<file path="config.mk">
export PLATFORM = sky130hd
export DESIGN_NAME = abtc_timer
export DESIGN_NICKNAME = d
export VERILOG_FILES = /design/src/design/abtc_pkg.sv /design/src/design/abtc_prescaler.sv /design/src/design/abtc_timer.sv
export SDC_FILE = /design/constraint.sdc
export NUM_CORES = 1
export LEC_CHECK = 0
export ABC_AREA = 1
export BUFFER_PORTS_ARGS = -buffer_cell sky130_fd_sc_hd__buf_2
export CAP_MARGIN = 5
export CELL_PAD_IN_SITES_DETAIL_PLACEMENT = 1
export CELL_PAD_IN_SITES_GLOBAL_PLACEMENT = 1
export CORE_MARGIN = 8
export CORE_UTILIZATION = 40
export DETAILED_ROUTE_END_ITERATION = 8
export PLACE_DENSITY = 0.9
export SYNTH_ARGS = -nofsm -noshare
export SYNTH_HDL_FRONTEND = slang
export SYNTH_SLANG_ARGS = --single-unit
</file>
<file path="constraint.sdc">
create_clock -name clk -period 2.1 [get_ports clk]
set_input_delay 0.105 -clock clk [delete_from_list [all_inputs] [get_ports clk]]
set_output_delay 0.105 -clock clk [all_outputs]
set_load 0.01 [all_outputs]
</file>
<file path="src/design/abtc_pkg.sv">
// abtc_pkg: register map, field positions, reset values and mode codes
// of the 8-bit timer with one compare channel.
// assumes a 32-bit avalon-mm slave, one register per aligned word.
package abtc_pkg;

  // register indices; byte address is four times the index
  localparam logic [7:0] IDX_CTL    = 8'hb0; // timer_control_a
  localparam logic [7:0] IDX_CNT    = 8'hb2; // count_value
  localparam logic [7:0] IDX_CMP    = 8'hb3; // compare_value
  localparam logic [7:0] IDX_ASYNC  = 8'hb6; // async_status
  localparam logic [7:0] IDX_FLAGS  = 8'hb7; // event flags, write one to clear

  // timer_control_a fields
  localparam int CTL_FORCE  = 7;
  localparam int CTL_WGM_LO = 6;
  localparam int CTL_COM_HI = 5;
  localparam int CTL_COM_LO = 4;
  localparam int CTL_WGM_HI = 3;
  localparam int CTL_CS_HI  = 2;
  localparam int CTL_CS_LO  = 0;

  // async_status fields
  localparam int AS_EXT_CLOCK_INPUT_ENABLE    = 4;
  localparam int AS_SEL      = 3;
  localparam int AS_CNT_PEND = 2;
  localparam int AS_CMP_PEND = 1;
  localparam int AS_CTL_PEND = 0;

  // flags fields
  localparam int FLG_OVF = 0;
  localparam int FLG_CMP = 1;

  localparam logic [7:0] CTL_RESET   = 8'h00;
  localparam logic [7:0] ASYNC_RESET = 8'h00;
  localparam logic [7:0] CNT_RESET   = 8'h00;
  localparam logic [7:0] CMP_RESET   = 8'h00;
  localparam logic [7:0] CNT_MAX     = 8'hff;
  localparam logic [7:0] CNT_BOTTOM  = 8'h00;

  // oscillator edges from a write to its landing in the destination
  localparam logic [1:0] LATCH_EDGES = 2'h2;

  // prescaler masks: tick when the low bits of the prescale count are all ones
  localparam logic [9:0] PSC_M8    = 10'h007;
  localparam logic [9:0] PSC_M32   = 10'h01f;
  localparam logic [9:0] PSC_M64   = 10'h03f;
  localparam logic [9:0] PSC_M128  = 10'h07f;
  localparam logic [9:0] PSC_M256  = 10'h0ff;
  localparam logic [9:0] PSC_M1024 = 10'h3ff;

  // waveform modes as {upper bit, lower bit}
  typedef enum logic [1:0] {
    MODE_NORMAL = 2'b00,
    MODE_PHASE  = 2'b01,
    MODE_CLEAR  = 2'b10,
    MODE_FAST   = 2'b11
  } abtc_mode_t;

  // output action codes
  typedef enum logic [1:0] {
    ACT_OFF    = 2'b00,
    ACT_TOGGLE = 2'b01,
    ACT_CLEAR  = 2'b10,
    ACT_SET    = 2'b11
  } abtc_act_t;

endpackage

</file>
<file path="src/design/abtc_prescaler.sv">
// abtc_prescaler: divides the timer source ticks and picks a rate.
// assumes src_tick is a one-cycle enable on clk.
`timescale 1ns/1ns
`default_nettype none
module abtc_prescaler
  import abtc_pkg::*;
#(
  parameter int PSC_W = 10
) (
  input  wire logic       clk,      // system clock
  input  wire logic       rstn,     // sync reset, active low
  input  wire logic       src_tick, // one tick of the timer source
  input  wire logic [2:0] sel,      // clock select code
  output logic            tick      // timer count enable
);

  logic [PSC_W-1:0] psc_q;
  logic [PSC_W-1:0] mask;

  // free-running prescale count, advanced only by source ticks
  always_ff @(posedge clk) begin
    if (!rstn) begin
      psc_q <= '0;
    end else if (src_tick) begin
      psc_q <= psc_q + PSC_W'(1);
    end
  end

  // rate choice
  always_comb begin
    case (sel)
      3'h2:    mask = PSC_W'(PSC_M8);
      3'h3:    mask = PSC_W'(PSC_M32);
      3'h4:    mask = PSC_W'(PSC_M64);
      3'h5:    mask = PSC_W'(PSC_M128);
      3'h6:    mask = PSC_W'(PSC_M256);
      3'h7:    mask = PSC_W'(PSC_M1024);
      default: mask = '0;
    endcase
  end

  // code 000 stops, 001 passes every source tick
  always_comb begin
    if (sel == 3'h0) begin
      tick = 1'b0; // RULE14
    end else begin
      tick = src_tick && ((psc_q & mask) == mask); // RULE14
    end
  end

endmodule // abtc_prescaler
`default_nettype wire

</file>
<file path="src/design/abtc_timer.sv">
// What this block does
// [RULE1] force strobe fires compare action in non-pwm
// [RULE2] force strobe sets no flag, no clear
// [RULE3] force strobe always reads back zero
// [RULE4] software keeps force zero in pwm modes
// [RULE5] mode field picks sequence, top, waveform
// [RULE6] top, compare update and overflow point per mode
// [RULE7] nonzero action field takes over the pin
// [RULE8] software sets pin direction to output
// [RULE9] non-pwm match toggles, clears or sets
// [RULE10] fast pwm clear/set on match, reverse at bottom
// [RULE11] fast pwm compare at top acts at bottom
// [RULE12] phase pwm action depends on count direction
// [RULE13] phase pwm compare at top acts at top
// [RULE14] clock select stops, passes or divides source
// [RULE15] count register is read and writable
// [RULE16] count write blocks next compare match
// [RULE17] compare register matched continuously, flags, pin
// [RULE18] external clock buffer on, crystal off, per bit
// [RULE19] software sets external clock before async select
// [RULE20] async select moves timer to oscillator pin
// [RULE21] async writes raise pending bits until landed
// [RULE22] async writes land after two oscillator edges
// [RULE23] phase pwm counts up then down
//
// top of the timer: avalon-mm slave, counter, compare and waveform unit.
// assumes the oscillator pin is asynchronous to clk and far slower.
`timescale 1ns/1ns
`default_nettype none
module abtc_timer
  import abtc_pkg::*;
(
  input  wire logic        clk,                  // system clock, 100 MHz
  input  wire logic        rstn,                 // sync reset, active low
  input  wire logic [9:0]  address,              // avalon byte address
  input  wire logic        read,                 // avalon read
  input  wire logic        write,                // avalon write
  input  wire logic [31:0] writedata,            // avalon write data
  input  wire logic [3:0]  byteenable,           // avalon byte lanes
  output logic      [31:0] readdata,             // avalon read data
  output logic             waitrequest,          // avalon stall
  input  wire logic        timer_osc_input_pin,  // oscillator pin level
  output logic             compare_output_pin,   // waveform output value
  output logic             compare_pin_override, // waveform owns the pin
  output logic             ext_clk_buf_en,       // external clock buffer on
  output logic             xtal_osc_en           // crystal oscillator on
);

  // bus side
  logic        waitreq_q;
  logic [31:0] rdata_q;
  logic [7:0]  idx;
  logic        acc_wr;
  logic        wr_ctl, wr_cnt, wr_cmp, wr_async, wr_flags;
  logic [7:0]  rd_mux;

  // registers and temporaries
  logic [7:0]  ctl_q, ctl_tmp_q, cmp_tmp_q, cnt_tmp_q;
  logic        force_tmp_q;
  logic        ext_clock_input_enable_q, as_q;
  logic [2:0]  pend_q;
  logic [1:0]  edge_q [3];
  logic [1:0]  flags_q;

  // oscillator pin synchroniser
  logic        osc_s1_q, osc_s2_q, osc_s3_q;
  logic        osc_rise;

  // landing strobes into the destinations
  logic        land_ctl, land_cnt, land_cmp;
  logic [7:0]  land_ctl_v, land_cnt_v, land_cmp_v;
  logic        land_force;

  // counter and compare
  abtc_mode_t  mode, new_mode;
  abtc_act_t   act, new_act;
  logic [7:0]  cnt_q, cnt_d, cmp_buf_q, cmp_act_q;
  logic        down_q, down_d;
  logic        block_q;
  logic        src_tick, t_tick;
  logic        match_evt, ovf_evt;
  logic        oc_q, oc_d;
  logic        ovr_q, extb_q, xtal_q;

  assign idx      = address[9:2];
  assign mode     = abtc_mode_t'({ctl_q[CTL_WGM_HI], ctl_q[CTL_WGM_LO]}); // RULE5
  assign act      = abtc_act_t'(ctl_q[CTL_COM_HI:CTL_COM_LO]);
  assign new_mode = abtc_mode_t'({land_ctl_v[CTL_WGM_HI], land_ctl_v[CTL_WGM_LO]});
  assign new_act  = abtc_act_t'(land_ctl_v[CTL_COM_HI:CTL_COM_LO]);

  // avalon slave
  // one stall cycle per request; the answer stands while waitrequest is low
  always_ff @(posedge clk) begin
    if (!rstn) begin
      waitreq_q <= 1'b1;
      rdata_q   <= 32'h0000_0000;
    end else if ((read || write) && waitreq_q) begin
      waitreq_q <= 1'b0;
      rdata_q   <= read ? {24'h00_0000, rd_mux} : 32'h0000_0000;
    end else begin
      waitreq_q <= 1'b1;
    end
  end

  // write takes effect only at the edge that sees waitrequest low
  assign acc_wr   = write && !waitreq_q && byteenable[0];
  assign wr_ctl   = acc_wr && (idx == IDX_CTL);
  assign wr_cnt   = acc_wr && (idx == IDX_CNT);
  assign wr_cmp   = acc_wr && (idx == IDX_CMP);
  assign wr_async = acc_wr && (idx == IDX_ASYNC);
  assign wr_flags = acc_wr && (idx == IDX_FLAGS);

  // read mux; control and compare read their temporaries, count reads live
  always_comb begin
    case (idx)
      IDX_CTL:   rd_mux = {1'b0, ctl_tmp_q[6:0]}; // RULE3
      IDX_CNT:   rd_mux = cnt_q; // RULE15
      IDX_CMP:   rd_mux = cmp_tmp_q;
      IDX_ASYNC: rd_mux = {3'h0, ext_clock_input_enable_q, as_q, pend_q}; // RULE21
      IDX_FLAGS: rd_mux = {6'h00, flags_q};
      default:   rd_mux = 8'h00;
    endcase
  end

  // oscillator pin
  // only the second stage reads the first
  always_ff @(posedge clk) begin
    if (!rstn) begin
      osc_s1_q <= 1'b0;
      osc_s2_q <= 1'b0;
      osc_s3_q <= 1'b0;
    end else begin
      osc_s1_q <= timer_osc_input_pin;
      osc_s2_q <= osc_s1_q;
      osc_s3_q <= osc_s2_q;
    end
  end

  assign osc_rise = osc_s2_q && !osc_s3_q;

  // async select and external clock enable; switching may corrupt state
  always_ff @(posedge clk) begin
    if (!rstn) begin
      ext_clock_input_enable_q <= ASYNC_RESET[AS_EXT_CLOCK_INPUT_ENABLE];
      as_q    <= ASYNC_RESET[AS_SEL];
    end else if (wr_async) begin
      ext_clock_input_enable_q <= writedata[AS_EXT_CLOCK_INPUT_ENABLE];
      as_q    <= writedata[AS_SEL]; // RULE20
    end
  end

  // temporaries and pending bits
  // software-side copies, each written by a bus write to its own register
  always_ff @(posedge clk) begin
    if (!rstn) begin
      ctl_tmp_q   <= CTL_RESET;
      cmp_tmp_q   <= CMP_RESET;
      cnt_tmp_q   <= CNT_RESET;
      force_tmp_q <= 1'b0;
    end else begin
      if (wr_ctl) begin
        ctl_tmp_q   <= writedata[7:0];
        force_tmp_q <= writedata[CTL_FORCE];
      end else if (land_ctl) begin
        force_tmp_q <= 1'b0; // strobe is consumed once
      end
      if (wr_cmp) begin
        cmp_tmp_q <= writedata[7:0];
      end
      if (wr_cnt) begin
        cnt_tmp_q <= writedata[7:0];
      end
    end
  end

  // pending per register; a new write restarts its own edge count
  always_ff @(posedge clk) begin
    if (!rstn) begin
      pend_q <= 3'h0;
      for (int i = 0; i < 3; i++) begin
        edge_q[i] <= 2'h0;
      end
    end else begin
      for (int i = 0; i < 3; i++) begin
        if (as_q && ((i == AS_CNT_PEND && wr_cnt) || (i == AS_CMP_PEND && wr_cmp)
                     || (i == AS_CTL_PEND && wr_ctl))) begin
          pend_q[i] <= 1'b1; // RULE21
          edge_q[i] <= 2'h0;
        end else if (pend_q[i] && osc_rise) begin
          if (edge_q[i] == LATCH_EDGES - 2'h1) begin
            pend_q[i] <= 1'b0; // RULE22
            edge_q[i] <= 2'h0;
          end else begin
            edge_q[i] <= edge_q[i] + 2'h1;
          end
        end
      end
    end
  end

  // landing: at once when synchronous, on the second oscillator edge when async
  always_comb begin
    if (as_q) begin
      land_ctl = pend_q[AS_CTL_PEND] && osc_rise
                 && (edge_q[AS_CTL_PEND] == LATCH_EDGES - 2'h1); // RULE22
      land_cnt = pend_q[AS_CNT_PEND] && osc_rise
                 && (edge_q[AS_CNT_PEND] == LATCH_EDGES - 2'h1);
      land_cmp = pend_q[AS_CMP_PEND] && osc_rise
                 && (edge_q[AS_CMP_PEND] == LATCH_EDGES - 2'h1);
      land_ctl_v = ctl_tmp_q;
      land_cnt_v = cnt_tmp_q;
      land_cmp_v = cmp_tmp_q;
      land_force = force_tmp_q;
    end else begin
      land_ctl   = wr_ctl;
      land_cnt   = wr_cnt;
      land_cmp   = wr_cmp;
      land_ctl_v = writedata[7:0];
      land_cnt_v = writedata[7:0];
      land_cmp_v = writedata[7:0];
      land_force = writedata[CTL_FORCE];
    end
  end

  // destination control register; the strobe bit is never stored
  always_ff @(posedge clk) begin
    if (!rstn) begin
      ctl_q <= CTL_RESET;
    end else if (land_ctl) begin
      ctl_q <= {1'b0, land_ctl_v[6:0]}; // RULE3
    end
  end

  // timer clock; async mode counts synchronised pin rises
  assign src_tick = as_q ? osc_rise : 1'b1; // RULE20

  abtc_prescaler #(
    .PSC_W (10)
  ) u_psc (
    .clk      (clk),
    .rstn     (rstn),
    .src_tick (src_tick),
    .sel      (ctl_q[CTL_CS_HI:CTL_CS_LO]),
    .tick     (t_tick)
  );

  // counter
  // a count write masks the match for exactly one timer tick
  assign match_evt = t_tick && (cnt_q == cmp_act_q) && !block_q; // RULE16 RULE17
  assign ovf_evt   = t_tick && ((mode == MODE_PHASE) ? (down_q && cnt_q == CNT_BOTTOM)
                                                    : (cnt_q == CNT_MAX)); // RULE6

  // next count per mode
  always_comb begin
    cnt_d  = cnt_q + 8'h01;
    down_d = down_q;
    case (mode)
      MODE_CLEAR: begin
        if (match_evt) begin
          cnt_d = CNT_BOTTOM; // RULE6
        end
      end
      MODE_PHASE: begin
        if (!down_q && cnt_q == CNT_MAX) begin
          down_d = 1'b1; // RULE23
          cnt_d  = cnt_q - 8'h01;
        end else if (down_q && cnt_q == CNT_BOTTOM) begin
          down_d = 1'b0; // RULE23
        end else if (down_q) begin
          cnt_d = cnt_q - 8'h01;
        end
      end
      default: cnt_d = cnt_q + 8'h01; // normal and fast wrap past max
    endcase
  end

  always_ff @(posedge clk) begin
    if (!rstn) begin
      cnt_q  <= CNT_RESET;
      down_q <= 1'b0;
    end else if (land_cnt) begin
      cnt_q <= land_cnt_v; // RULE15
    end else if (t_tick) begin
      cnt_q  <= cnt_d;
      down_q <= (mode == MODE_PHASE) ? down_d : 1'b0;
    end
  end

  always_ff @(posedge clk) begin
    if (!rstn) begin
      block_q <= 1'b0;
    end else if (land_cnt) begin
      block_q <= 1'b1; // RULE16
    end else if (t_tick) begin
      block_q <= 1'b0;
    end
  end

  // compare register
  // pwm modes double-buffer so a mid-period write cannot glitch the wave
  always_ff @(posedge clk) begin
    if (!rstn) begin
      cmp_buf_q <= CMP_RESET;
      cmp_act_q <= CMP_RESET;
    end else begin
      if (land_cmp) begin
        cmp_buf_q <= land_cmp_v;
      end
      if (mode == MODE_NORMAL || mode == MODE_CLEAR) begin
        cmp_act_q <= land_cmp ? land_cmp_v : cmp_buf_q; // RULE6
      end else if (t_tick && cnt_q == CNT_MAX && !down_q) begin
        cmp_act_q <= cmp_buf_q; // RULE6
      end
    end
  end

  // event flags: hardware set beats a write-one clear in the same cycle
  always_ff @(posedge clk) begin
    if (!rstn) begin
      flags_q <= 2'h0;
    end else begin
      flags_q[FLG_OVF] <= ovf_evt || (flags_q[FLG_OVF] && !(wr_flags && writedata[FLG_OVF]));
      flags_q[FLG_CMP] <= match_evt // RULE2 RULE17
                          || (flags_q[FLG_CMP] && !(wr_flags && writedata[FLG_CMP]));
    end
  end

  // waveform unit
  always_comb begin
    oc_d = oc_q;
    if (t_tick) begin
      case (mode)
        MODE_FAST: begin
          if (act[1] && cnt_q == CNT_MAX) begin
            oc_d = (act == ACT_CLEAR); // RULE10 RULE11
          end else if (act[1] && match_evt && cmp_act_q != CNT_MAX) begin
            oc_d = (act == ACT_SET); // RULE10
          end
        end
        MODE_PHASE: begin
          if (act[1] && cmp_act_q == CNT_MAX) begin
            if (!down_q && cnt_q == CNT_MAX) begin
              oc_d = (act == ACT_SET); // RULE13
            end
          end else if (act[1] && match_evt) begin
            oc_d = down_q ? (act == ACT_CLEAR) : (act == ACT_SET); // RULE12
          end
        end
        default: begin
          if (match_evt) begin
            case (act)
              ACT_TOGGLE: oc_d = !oc_q; // RULE9
              ACT_CLEAR:  oc_d = 1'b0;
              ACT_SET:    oc_d = 1'b1;
              default:    oc_d = oc_q;
            endcase
          end
        end
      endcase
    end
    // forced compare uses the newly landed action bits, ignored in pwm
    if (land_ctl && land_force && !new_mode[0]) begin
      case (new_act)
        ACT_TOGGLE: oc_d = !oc_q; // RULE1
        ACT_CLEAR:  oc_d = 1'b0;
        ACT_SET:    oc_d = 1'b1;
        default:    oc_d = oc_q;
      endcase
    end
  end

  // pin and oscillator controls, all registered
  always_ff @(posedge clk) begin
    if (!rstn) begin
      oc_q   <= 1'b0;
      ovr_q  <= 1'b0;
      extb_q <= 1'b0;
      xtal_q <= 1'b0;
    end else begin
      oc_q   <= oc_d;
      ovr_q  <= (act != ACT_OFF); // RULE7
      extb_q <= ext_clock_input_enable_q && as_q; // RULE18
      xtal_q <= as_q && !ext_clock_input_enable_q; // RULE18
    end
  end

  assign readdata             = rdata_q;
  assign waitrequest          = waitreq_q;
  assign compare_output_pin   = oc_q;
  assign compare_pin_override = ovr_q;
  assign ext_clk_buf_en       = extb_q;
  assign xtal_osc_en          = xtal_q;

  // checks
  a_force_reads_zero: assert property (@(posedge clk) disable iff (!rstn) // RULE3
    (read && !waitreq_q && idx == IDX_CTL) |-> rdata_q[CTL_FORCE] == 1'b0)
    else $error("force strobe read back as one");

  a_force_toggles_pin: assert property (@(posedge clk) disable iff (!rstn) // RULE1
    (land_ctl && land_force && !new_mode[0] && new_act == ACT_TOGGLE && !t_tick)
    |=> oc_q != $past(oc_q))
    else $error("forced toggle did not change the pin");

  a_force_pwm_inert: assert property (@(posedge clk) disable iff (!rstn) // RULE1
    (land_ctl && land_force && new_mode[0] && !t_tick) |=> $stable(oc_q))
    else $error("force changed pin in pwm mode");

  a_force_no_clear: assert property (@(posedge clk) disable iff (!rstn) // RULE2
    (land_ctl && land_force && !t_tick && !land_cnt && !flags_q[FLG_CMP])
    |=> !flags_q[FLG_CMP] && $stable(cnt_q))
    else $error("force set a flag or moved the count");

  a_ctc_clears: assert property (@(posedge clk) disable iff (!rstn) // RULE6
    (mode == MODE_CLEAR && match_evt && !land_cnt) |=> cnt_q == CNT_BOTTOM)
    else $error("clear-on-match did not clear");

  a_write_blocks: assert property (@(posedge clk) disable iff (!rstn) // RULE16
    (t_tick && block_q && !wr_flags) |=> flags_q[FLG_CMP] == $past(flags_q[FLG_CMP]))
    else $error("match not suppressed after count write");

  a_phase_turns: assert property (@(posedge clk) disable iff (!rstn) // RULE23
    (t_tick && mode == MODE_PHASE && !down_q && cnt_q == CNT_MAX && !land_cnt)
    |=> down_q && cnt_q == 8'hfe)
    else $error("phase mode did not turn at top");

  a_pin_owner: assert property (@(posedge clk) disable iff (!rstn) // RULE7
    ##1 compare_pin_override == ($past(act) != ACT_OFF))
    else $error("pin override disagrees with action bits");

  a_pend_sets: assert property (@(posedge clk) disable iff (!rstn) // RULE21
    (as_q && wr_cmp) |=> pend_q[AS_CMP_PEND])
    else $error("compare pending bit not raised");

  a_pend_edges: assert property (@(posedge clk) disable iff (!rstn) // RULE22
    $fell(pend_q[AS_CMP_PEND]) |-> $past(osc_rise) && $past(edge_q[AS_CMP_PEND]) == 2'h1)
    else $error("compare landed without two oscillator edges");

  a_stop_no_tick: assert property (@(posedge clk) disable iff (!rstn) // RULE14
    (ctl_q[CTL_CS_HI:CTL_CS_LO] == 3'h0) |-> !t_tick)
    else $error("timer ticked while stopped");

  a_ext_buffer: assert property (@(posedge clk) disable iff (!rstn) // RULE18
    ##1 (ext_clk_buf_en == $past(ext_clock_input_enable_q && as_q)) && !(ext_clk_buf_en && xtal_osc_en))
    else $error("oscillator controls wrong");

  c_fast_wrap: cover property (@(posedge clk) disable iff (!rstn)
    t_tick && mode == MODE_FAST && cnt_q == CNT_MAX);
  c_phase_bottom: cover property (@(posedge clk) disable iff (!rstn)
    ovf_evt && mode == MODE_PHASE);
  c_async_land: cover property (@(posedge clk) disable iff (!rstn) as_q && land_ctl);
  c_forced: cover property (@(posedge clk) disable iff (!rstn) land_ctl && land_force);

endmodule // abtc_timer
`default_nettype wire

</file>
Yosys cells after proc, flatten, opt, wreduce, memory -nomap -nowiden --
Memory sizes are Yosys's and may differ from the RTL's. Index checks and enable logic that the tools add are counted.
Cells by class: add/sub/neg operators 6, equality and inequality tests 33, multiplexer cells 101, bitwise operators 11, reduce and logical (&&, ||, !) cells 72
Operators by type and width (count):
- 2-to-1 mux 8 bit | 12
- 2-to-1 mux 1 bit | 73
- one-hot mux 10 bit (6 select lines) | 1
- == test 8 bit (second input constant) | 7
- one-hot mux 8 bit (5 select lines) | 1
- logical AND 1 bit | 38
- nonzero test 2 bit | 11
- 2-to-1 mux 2 bit | 9
- one-hot mux 8 bit (2 select lines) | 1
- == test 2 x 1 -> 1 bit (second input constant) | 6
- == test 2 bit (second input constant) | 6
- == test 3 bit (second input constant) | 4
- adder 10 x 1 -> 10 bit (second input constant) | 1
- AND 10 bit | 1
- == test 10 bit | 1
- zero test 1 bit | 9
- bitwise OR 1 bit | 9
- adder 8 x 1 -> 8 bit (second input constant) | 1
- == test 8 bit | 1
- zero test 8 bit | 1
- != test 4 x 1 -> 1 bit (second input constant) | 2
- != test 8 bit (second input constant) | 1
- subtractor 8 x 1 -> 8 bit (second input constant) | 1
- 2-to-1 mux 7 bit | 1
- other kinds (16) | 25
Word-level totals: flip-flop bits (word level) 114, memory bits (writable) 6, output and inout bits 37, word-level logic and storage cells 250, memories kept 1
Memories:
- edge_q | depth 3, bits a word 2, read ports 3, clocked after memory_dff 0, wr ports 3, line abtc_timer.sv:62 | logic [1:0] edge_q [3];

Longest topological paths before layout --
Gate-level depths: netlist of run 1.
word-level depth 15, mapped depth 14, mapped depth without buffers 14

Modules after synthesis --
Synthesis of run 1 repeated with hierarchy kept, for this count alone.
Unflattened totals: cells, all modules 821, area total of the unflattened synthesis 5529.1 sq um
By module, submodules not included:
- abtc_timer | times used 1, cells an instance 736, area each 4982.3 sq um
- abtc_prescaler | times used 1, cells an instance 85, area each 546.8 sq um

Worst setup path before layout of run 1 --
OpenSTA, ideal clock, no wires.
path kind register -> register, start reg cnt_q[0], end reg cnt_q[5], setup time 0.067 ns, data arrival time 1.591 ns, setup slack 0.441 ns, cell stages (with the launch flop) 14, path buffers 1, period minus slack after synthesis 1.659 ns, path through dfxtp_1 -> buf_2 -> inv_1 -> ha_1 -> nand3_1 -> nor2_1 -> nand2_1 -> o21ai_1 -> nand2_1 -> nand3_2 -> nand2_1 -> nand2_1 -> nand2_1 -> a21oi_2
Between the ends: word-level cells in the longest chain between the ends 7, elaborated cells between the ends (all ways) 16, those cells by class add/sub: 2; eq/ne: 2; mux: 7; reduce/logical: 5
Ends and longest elaborated chain:
- start, declared | line abtc_timer.sv:77 | logic [7:0] cnt_q, cnt_d, cmp_buf_q, cmp_act_q;
- start signal, assigned | line abtc_timer.sv:282 | cnt_q <= land_cnt_v;
- start signal, assigned | line abtc_timer.sv:284 | cnt_q <= cnt_d;
- adder 8 x 1 -> 8 bit, or another cell as far along | line abtc_timer.sv:255, abtc_timer.sv:273
- 2-to-1 mux 8 bit, or another cell as far along | line abtc_timer.sv:269 | end else if (down_q) begin
- 2-to-1 mux 8 bit or logical AND 1 bit (tied branches) | line abtc_timer.sv:267, abtc_timer.sv:249
- 2-to-1 mux 8 bit (on tied branches) | line abtc_timer.sv:264, abtc_timer.sv:259
- one-hot mux 8 bit (2 select lines) * | line abtc_timer.sv:257 | case (mode)
- 2-to-1 mux 8 bit * | line abtc_timer.sv:283 | end else if (t_tick) begin
- 2-to-1 mux 8 bit * | line abtc_timer.sv:281 | end else if (land_cnt) begin
Every way passes the cells marked *; elsewhere a longest branch is shown, timed or not. The select of a mux whose other input is x is not followed. A chain may end at the register's enable or synchronous reset.

Worst setup path in the final report of run 1 --
Same ends and word-level chain as after synthesis.

==> flow_summary.toml, run 1 <==
[synthesis]
ys.flop_type = "dfxtp_1"
synth_top_family_by_area = "simple AND/OR/NAND/NOR gates"
synth_adder_area_share_pct = 2.57
netlist_instances = 782
ys_warn_count = 0
synth_edf_count = 6
synth-seq-cells = 96
yosysSeqAreaShare_pct = 37.1
yosysTopAreaCellShare_pct = 33.7
synthXorXnorAreaFrac_pct = 1.80
ys_top_cells_by_area = "dfxtp_1 34%, nand2_1 12%, o21ai_0 7.5%, inv_1 7.3%, a21oi_1 6.4%"
async_reset_ff_share_pct = 0
muxShareOfSynthArea_pct = 0
syn_area_per_cell_um2 = 6.84
synth_cell_types = 45
synthSimpleGateAreaFrac_pct = 25.6
syn-cell-area_mm2 = 0.00535
synth_top_cell_by_area = "dfxtp_1"
synth-compound-area-share_pct = 19.8

[cells_and_area]
finalNonFillerCells = 1015
multiInputGateArea_mm2 = 0.00276
area.sequential_mm2 = 0.00198
diodes = 0
final_core_util_pct = 46.5
nNetsFinal = 896
layout_common_cells = "167 x nand2_1, 104 x inv_1, 88 x dfxtp_1"
layout-drive-gt1-share_pct = 13.5
final_common_cell = "nand2_1"
area_delta_synth_final_pct = 14.1
fin_area_mm2 = 0.00610
fillCellCount = 1748

[cts]
cts_sinks = 96
cts_buffers = 9
cts_buffer_depth = 2
clock_latency_ns = 0.36
path_clk_slew_ns = 0.07
cts_tree = "built"
cts_max_level = 3
cts_root_buf = "clkbuf_16"

[worst_hold_path]
hold_path.startpoint = "rstn"
hold_path.class = "in -> reg"

[pwr]
powerDensity_mw_per_mm2 = 622
ir_worst_vdd_mv = 0.609
switching_share_pct = 25.1
p_clk_share_pct = 45.7
internal_power_mw = 2.84
p_sw_mw = 0.955
power_frac_comb_pct = 5.3
power_mw = 3.80
p_seq_share_pct = 49.0
p_leak_nw = 2.54

[worst_setup_path]
arrival_ns = 2.27
rr_worst_depth = 13
r2r_end = "cnt_q[5]"
regToRegSetupSlack_ns = 0.12
crit_path_start_kind = "flop"
cp-end-kind = "flop"
path_common_cell = "nand2_1"
crit_type = "reg -> reg"
slowest_stage = "dfxtp_2"
required_ns = 2.39
path_cells = "inv_1 -> ha_1 -> nand3_1 -> nor2_1 -> nand2_1 -> nor2_1 -> nor2_1 -> nand3_2 -> inv_1 -> nand2_1 -> nand2_1 -> nand2_1 -> a21oi_2"
slowest_delay_ns = 0.39
crit_path_max_fanout = 6
crit_start = "cnt_q[0]"
crit_end = "cnt_q[5]"
rr_startpoint = "cnt_q[0]"

[placement]
io_buffers = 34
globalplace.congestion = 0.852
place_area_mm2 = 0.00577
dp_hpwl_mm = 12.8
dp.cells = 998
dp_slack_ns = 0.159

[detailed_routing]
wl_mm = 17.4
drt_iter0_markers = 397
drc = 0
via_per_inst = 5.29
routed-via-count = 5366
dr.pass1.iters = 5
wl_per_cell_um = 17.2
drtAntennaViolNets = 0

[floorplanning]
coreArea_mm2 = 0.0131
dieArea_mm2 = 0.0173
start_util_pct = 40.7
ios = 88
die_x_um = 132
rows = 42
die_y_um = 132

[grt]
grt_use_total_pct = 20.1
grt_antenna_before_repair = 0
grt_pass1_vias = 5478
grt_start_max_net_pins = 49
grt_pass1_wl_mm = 28.3
gr-total-overflow = 0

[timing]
finalMaxSlewViolations = 0
holdWs_ns = 0.0351
slew_headroom_pct = 59.1
fin_setup_tns_ns = 0
setup_slack_ns = 0.121
setup_violations = 0
min_period_ns = 1.98
fin_crit_sh_pct = 94.2
hold_viol = 0
tightest_slew_ns = 0.609
max_freq_ghz = 0.505
skew_ns = 0.00709

[run_status]
status = "complete, no violations"

[run]
drv_cap = 0
-- synthesized netlist by cell type, types with 3 or more instances --
cell type  count
nand4_1        3
nand2_4        4
xor2_1         9
o211ai_1       5
o21ai_2        4
o21ai_0       80
a21oi_1       68
ha_1          11
o31ai_1        7
nand2_2        3
nand3_1       39
edfxtp_1       6
nand3_2        3
nand2_1      167
buf_2          5
clkbuf_1      14
o221ai_1       3
buf_4         24
nor3_1        12
a211oi_1       4
o22ai_1        9
nor2_1        70
nor2_2         3
o21ai_1        6
buf_1          4
nand3b_1       3
dfxtp_1       90
inv_1        104
-- worst min path at each step --
stage | to | depth (start not counted) | slack [ns]
2_1_floorplan | osc_s1_q | 2 | 0.20
6_report | osc_s3_q | 3 | 0.04
4_1_cts | osc_s3_q | 3 | 0.03
3_5_place_dp | osc_s1_q | 3 | 0.30
5_1_grt | cnt_tmp_q[6] | 3 | 0.04
3_3_place_gp | osc_s1_q | 3 | 0.29
-- state kept, by name, summed over array words and instances, names as in the netlist, 2 cells and up --
register     flops
edge_q           6
cnt_tmp_q        8
cmp_buf_q        8
pend_q           3
readdata         8
flags_q          2
u_psc.psc_q     10
cnt_q            8
ctl_tmp_q        7
cmp_act_q        8
ctl_q            7
cmp_tmp_q        8
-- power by group through the flow --
stage	logic (mW)	clock network, mW	registers [mW]
6_report	0.202	1.74	1.86
5_1_grt	0.223	1.83	1.86
2_1_floorplan	0.148	0	1.90
3_3_place_gp	0.188	0	1.90
3_5_place_dp	0.194	0	1.90
4_1_cts	0.197	1.76	1.86
-- metal layers --
layer | global-route usage, % | routed length, um
met5 | 0 | 0
met4 | 7.15 | 452
met3 | 5.75 | 1100
met2 | 33.3 | 8370
met1 | 24.4 | 7520
-- worst max-delay path: cells and delay by family (launching register included) --
family	cells	cell delay (ns)
simple gates	9	0.97
flops	1	0.39
fa+ha+maj	1	0.24
buf+inv	2	0.18
compound gates	1	0.13
-- cell type report --
type	instances	share of cell area [%]
multi-input cells	551	45.3
flip-flops and latches	96	32.5
inverters	110	6.87
repair buffers	66	6.76
clock buffers	9	3.69
well taps	176	3.61
clock inverters	7	1.29
-- kinds of logic after synthesis --
family          after synthesis
flops                        96
compound gates              192
simple gates                313
buf+inv                     158
xor+xnor                     11
other cells                   1
fa+ha+maj                    11
-- what timing repair did --
item / 4_1_cts / 5_1_grt
endpoints found under the setup margin: 0 / 10
gates resized for setup: 0 / 6
hold endpoints to repair: 1 / 0
hold buffers: 1 / 0
buffers inserted: 0 / 0
Note: power is estimated with default switching activity, not from simulation.
==> run 2: changes to the inputs <==
--- a/config.mk
+++ b/config.mk
@@ -6,13 +6,14 @@
 export NUM_CORES = 1
 export LEC_CHECK = 0
 export ABC_AREA = 1
-export BUFFER_PORTS_ARGS = -buffer_cell sky130_fd_sc_hd__buf_2
+export BUFFER_PORTS_ARGS = -buffer_cell sky130_fd_sc_hd__buf_4
 export CAP_MARGIN = 5
 export CELL_PAD_IN_SITES_DETAIL_PLACEMENT = 1
 export CELL_PAD_IN_SITES_GLOBAL_PLACEMENT = 1
 export CORE_MARGIN = 8
 export CORE_UTILIZATION = 40
 export DETAILED_ROUTE_END_ITERATION = 8
+export GPL_ROUTABILITY_DRIVEN = 1
 export PLACE_DENSITY = 0.9
 export SYNTH_ARGS = -nofsm -noshare
 export SYNTH_HDL_FRONTEND = slang
==> run 2 against run 1 <==
Effect of this change:
- sequential power about the same
- via count up 3.1%
- fmax down 0.85%
- register-to-register slack worse by 0.02 ns
- cell area up 2.2%
- critical path depth down 2
- sequential share of layout area down 0.71 points
- cell count up 0.20%
- clock power up 6%
- utilization up 1.0 points
- critical path type unchanged
==> flow_summary.toml, run 2 (synthesis results as in run 1) <==
[timing]
fin_crit_sh_pct = 95.0
finalMaxSlewViolations = 0
setup_violations = 0
fin_setup_tns_ns = 0
tightest_slew_ns = 0.570
max_freq_ghz = 0.501
skew_ns = 0.00697
slew_headroom_pct = 61.6
min_period_ns = 2.00
hold_viol = 0

[worst_setup_path]
cp-end-kind = "flop"
rr_startpoint = "cnt_q[0]"
crit_type = "reg -> reg"
required_ns = 2.38
regToRegSetupSlack_ns = 0.10
arrival_ns = 2.28
r2r_end = "cnt_q[1]"
crit_path_max_fanout = 6
rr_worst_depth = 11
crit_path_start_kind = "flop"

[detailed_routing]
wl_mm = 18.1
drtAntennaViolNets = 0
drc = 0
dr.pass1.iters = 5
drt_iter0_markers = 434
wl_per_cell_um = 17.8
via_per_inst = 5.44
routed-via-count = 5531

[cts]
cts_max_level = 3
cts_sinks = 96
cts_tree = "built"
cts_buffer_depth = 2
post_cts_buffers = 0
cts_root_buf = "clkbuf_16"
path_clk_slew_ns = 0.07
clock_latency_ns = 0.35
cts_buffers = 9

[worst_hold_path]
hold_depth = 3
hold_path.startpoint = "writedata[7]"
hold_path.class = "in -> reg"
holdPathEnd = "cnt_tmp_q[7]"

[grt]
grt_pass1_wl_mm = 29.2
grt_antenna_before_repair = 0
gr-total-overflow = 0
grt_start_max_net_pins = 34
grt_use_total_pct = 20.5
grt_pass1_vias = 5606

[cells_and_area]
layout_common_cells = "166 x nand2_1, 104 x inv_1, 88 x dfxtp_1"
layout-drive-gt1-share_pct = 13.8
fin_area_mm2 = 0.00624
fillCellCount = 1729
final_core_util_pct = 47.5
nNetsFinal = 898
regMostFlops = "u_psc.psc_q"
area_delta_synth_final_pct = 16.7
diodes = 0
final_common_cell = "nand2_1"
largest_reg_flops = 10
finalNonFillerCells = 1017

[floorplanning]
start_util_pct = 40.7
die_y_um = 132
coreArea_mm2 = 0.0131
dieArea_mm2 = 0.0173
ios = 88
die_x_um = 132
rows = 42

[placement]
dp_hpwl_mm = 13.3
globalplace.congestion = 0.868
place_area_mm2 = 0.00587
dp.cells = 1000
io_buffers = 34

[run_status]
status = "complete, no violations"

[pwr]
powerDensity_mw_per_mm2 = 630
ir_worst_vdd_mv = 0.528
p_leak_nw = 2.58

[run]
drv_cap = 0
[run 2: cell type report]
class | count | area (um^2) | share of cell area [%]
Clock buffer | 12 | 256 | 4.11
Inverter | 110 | 419 | 6.72
Clock inverter | 4 | 76.3 | 1.22
Timing Repair Buffer | 68 | 513 | 8.22
Tap cell | 176 | 220 | 3.53
Multi-Input combinational cell | 551 | 2770 | 44.4
Sequential cell | 96 | 1980 | 31.8
[run 2: report_power, final]
group | internal (mW) | switching [mW] | leakage (nW)
clock | 1.12 | 0.739 | 0.159
sequential | 1.85 | 0.00904 | 0.789
combinational | 0.0691 | 0.151 | 1.64
[run 2: critical path: stages, from the launching register on]
cell and delay, ns:
dfxtp_2 0.40, inv_1 0.07, ha_1 0.23, nand3_1 0.13
nor2_1 0.08, nand2_1 0.17, nor2_1 0.06, nor2_1 0.15
nand3_2 0.17, a21oi_1 0.23, o21ai_1 0.12, a21oi_2 0.13
[run 2: what timing repair did]
| item | in CTS | in global routing |
|---|---|---|
| endpoints found under the setup margin | 0 | 15 |
| endpoints found under the hold margin | 1 | 0 |
| hold buffers | 1 | 0 |
| gates resized for setup | 0 | 8 |
[run 2: worst max path at each step]
| stage | start | end | cells past startpoint |
|---|---|---|---|
| 2_1_floorplan | cnt_q[0] | cnt_q[5] | 13 |
| 3_3_place_gp | osc_s2_q | cnt_q[0] | 9 |
| 3_5_place_dp | cnt_q[0] | cmp_act_q[1] | 11 |
| 4_1_cts | cnt_q[0] | cnt_q[1] | 11 |
| 5_1_grt | cnt_q[0] | cnt_q[3] | 12 |
| 6_report | cnt_q[0] | cnt_q[1] | 11 |
[run 2: routing by layer]
metal  vias up  track usage, %  part of all wire (%)
met2       184            34.1                    48
met1      2697            25.5                    44
li1       2609               -                     -
met5         -               0                     0
met3        41            3.70                   5.2
met4         0            8.36                   2.9
[run 2: through the flow]
stage	setup slack, ns	hold slack [ns]	power (mW)
finish	0.104	0.0659	3.93
global route	-0.0174	0.0656	4.04
CTS	0.0316	0.0596	3.94
detailed placement	0.100	0.302	2.11
global placement	0.194	0.299	2.10
floorplan	0.441	0.203	2.05
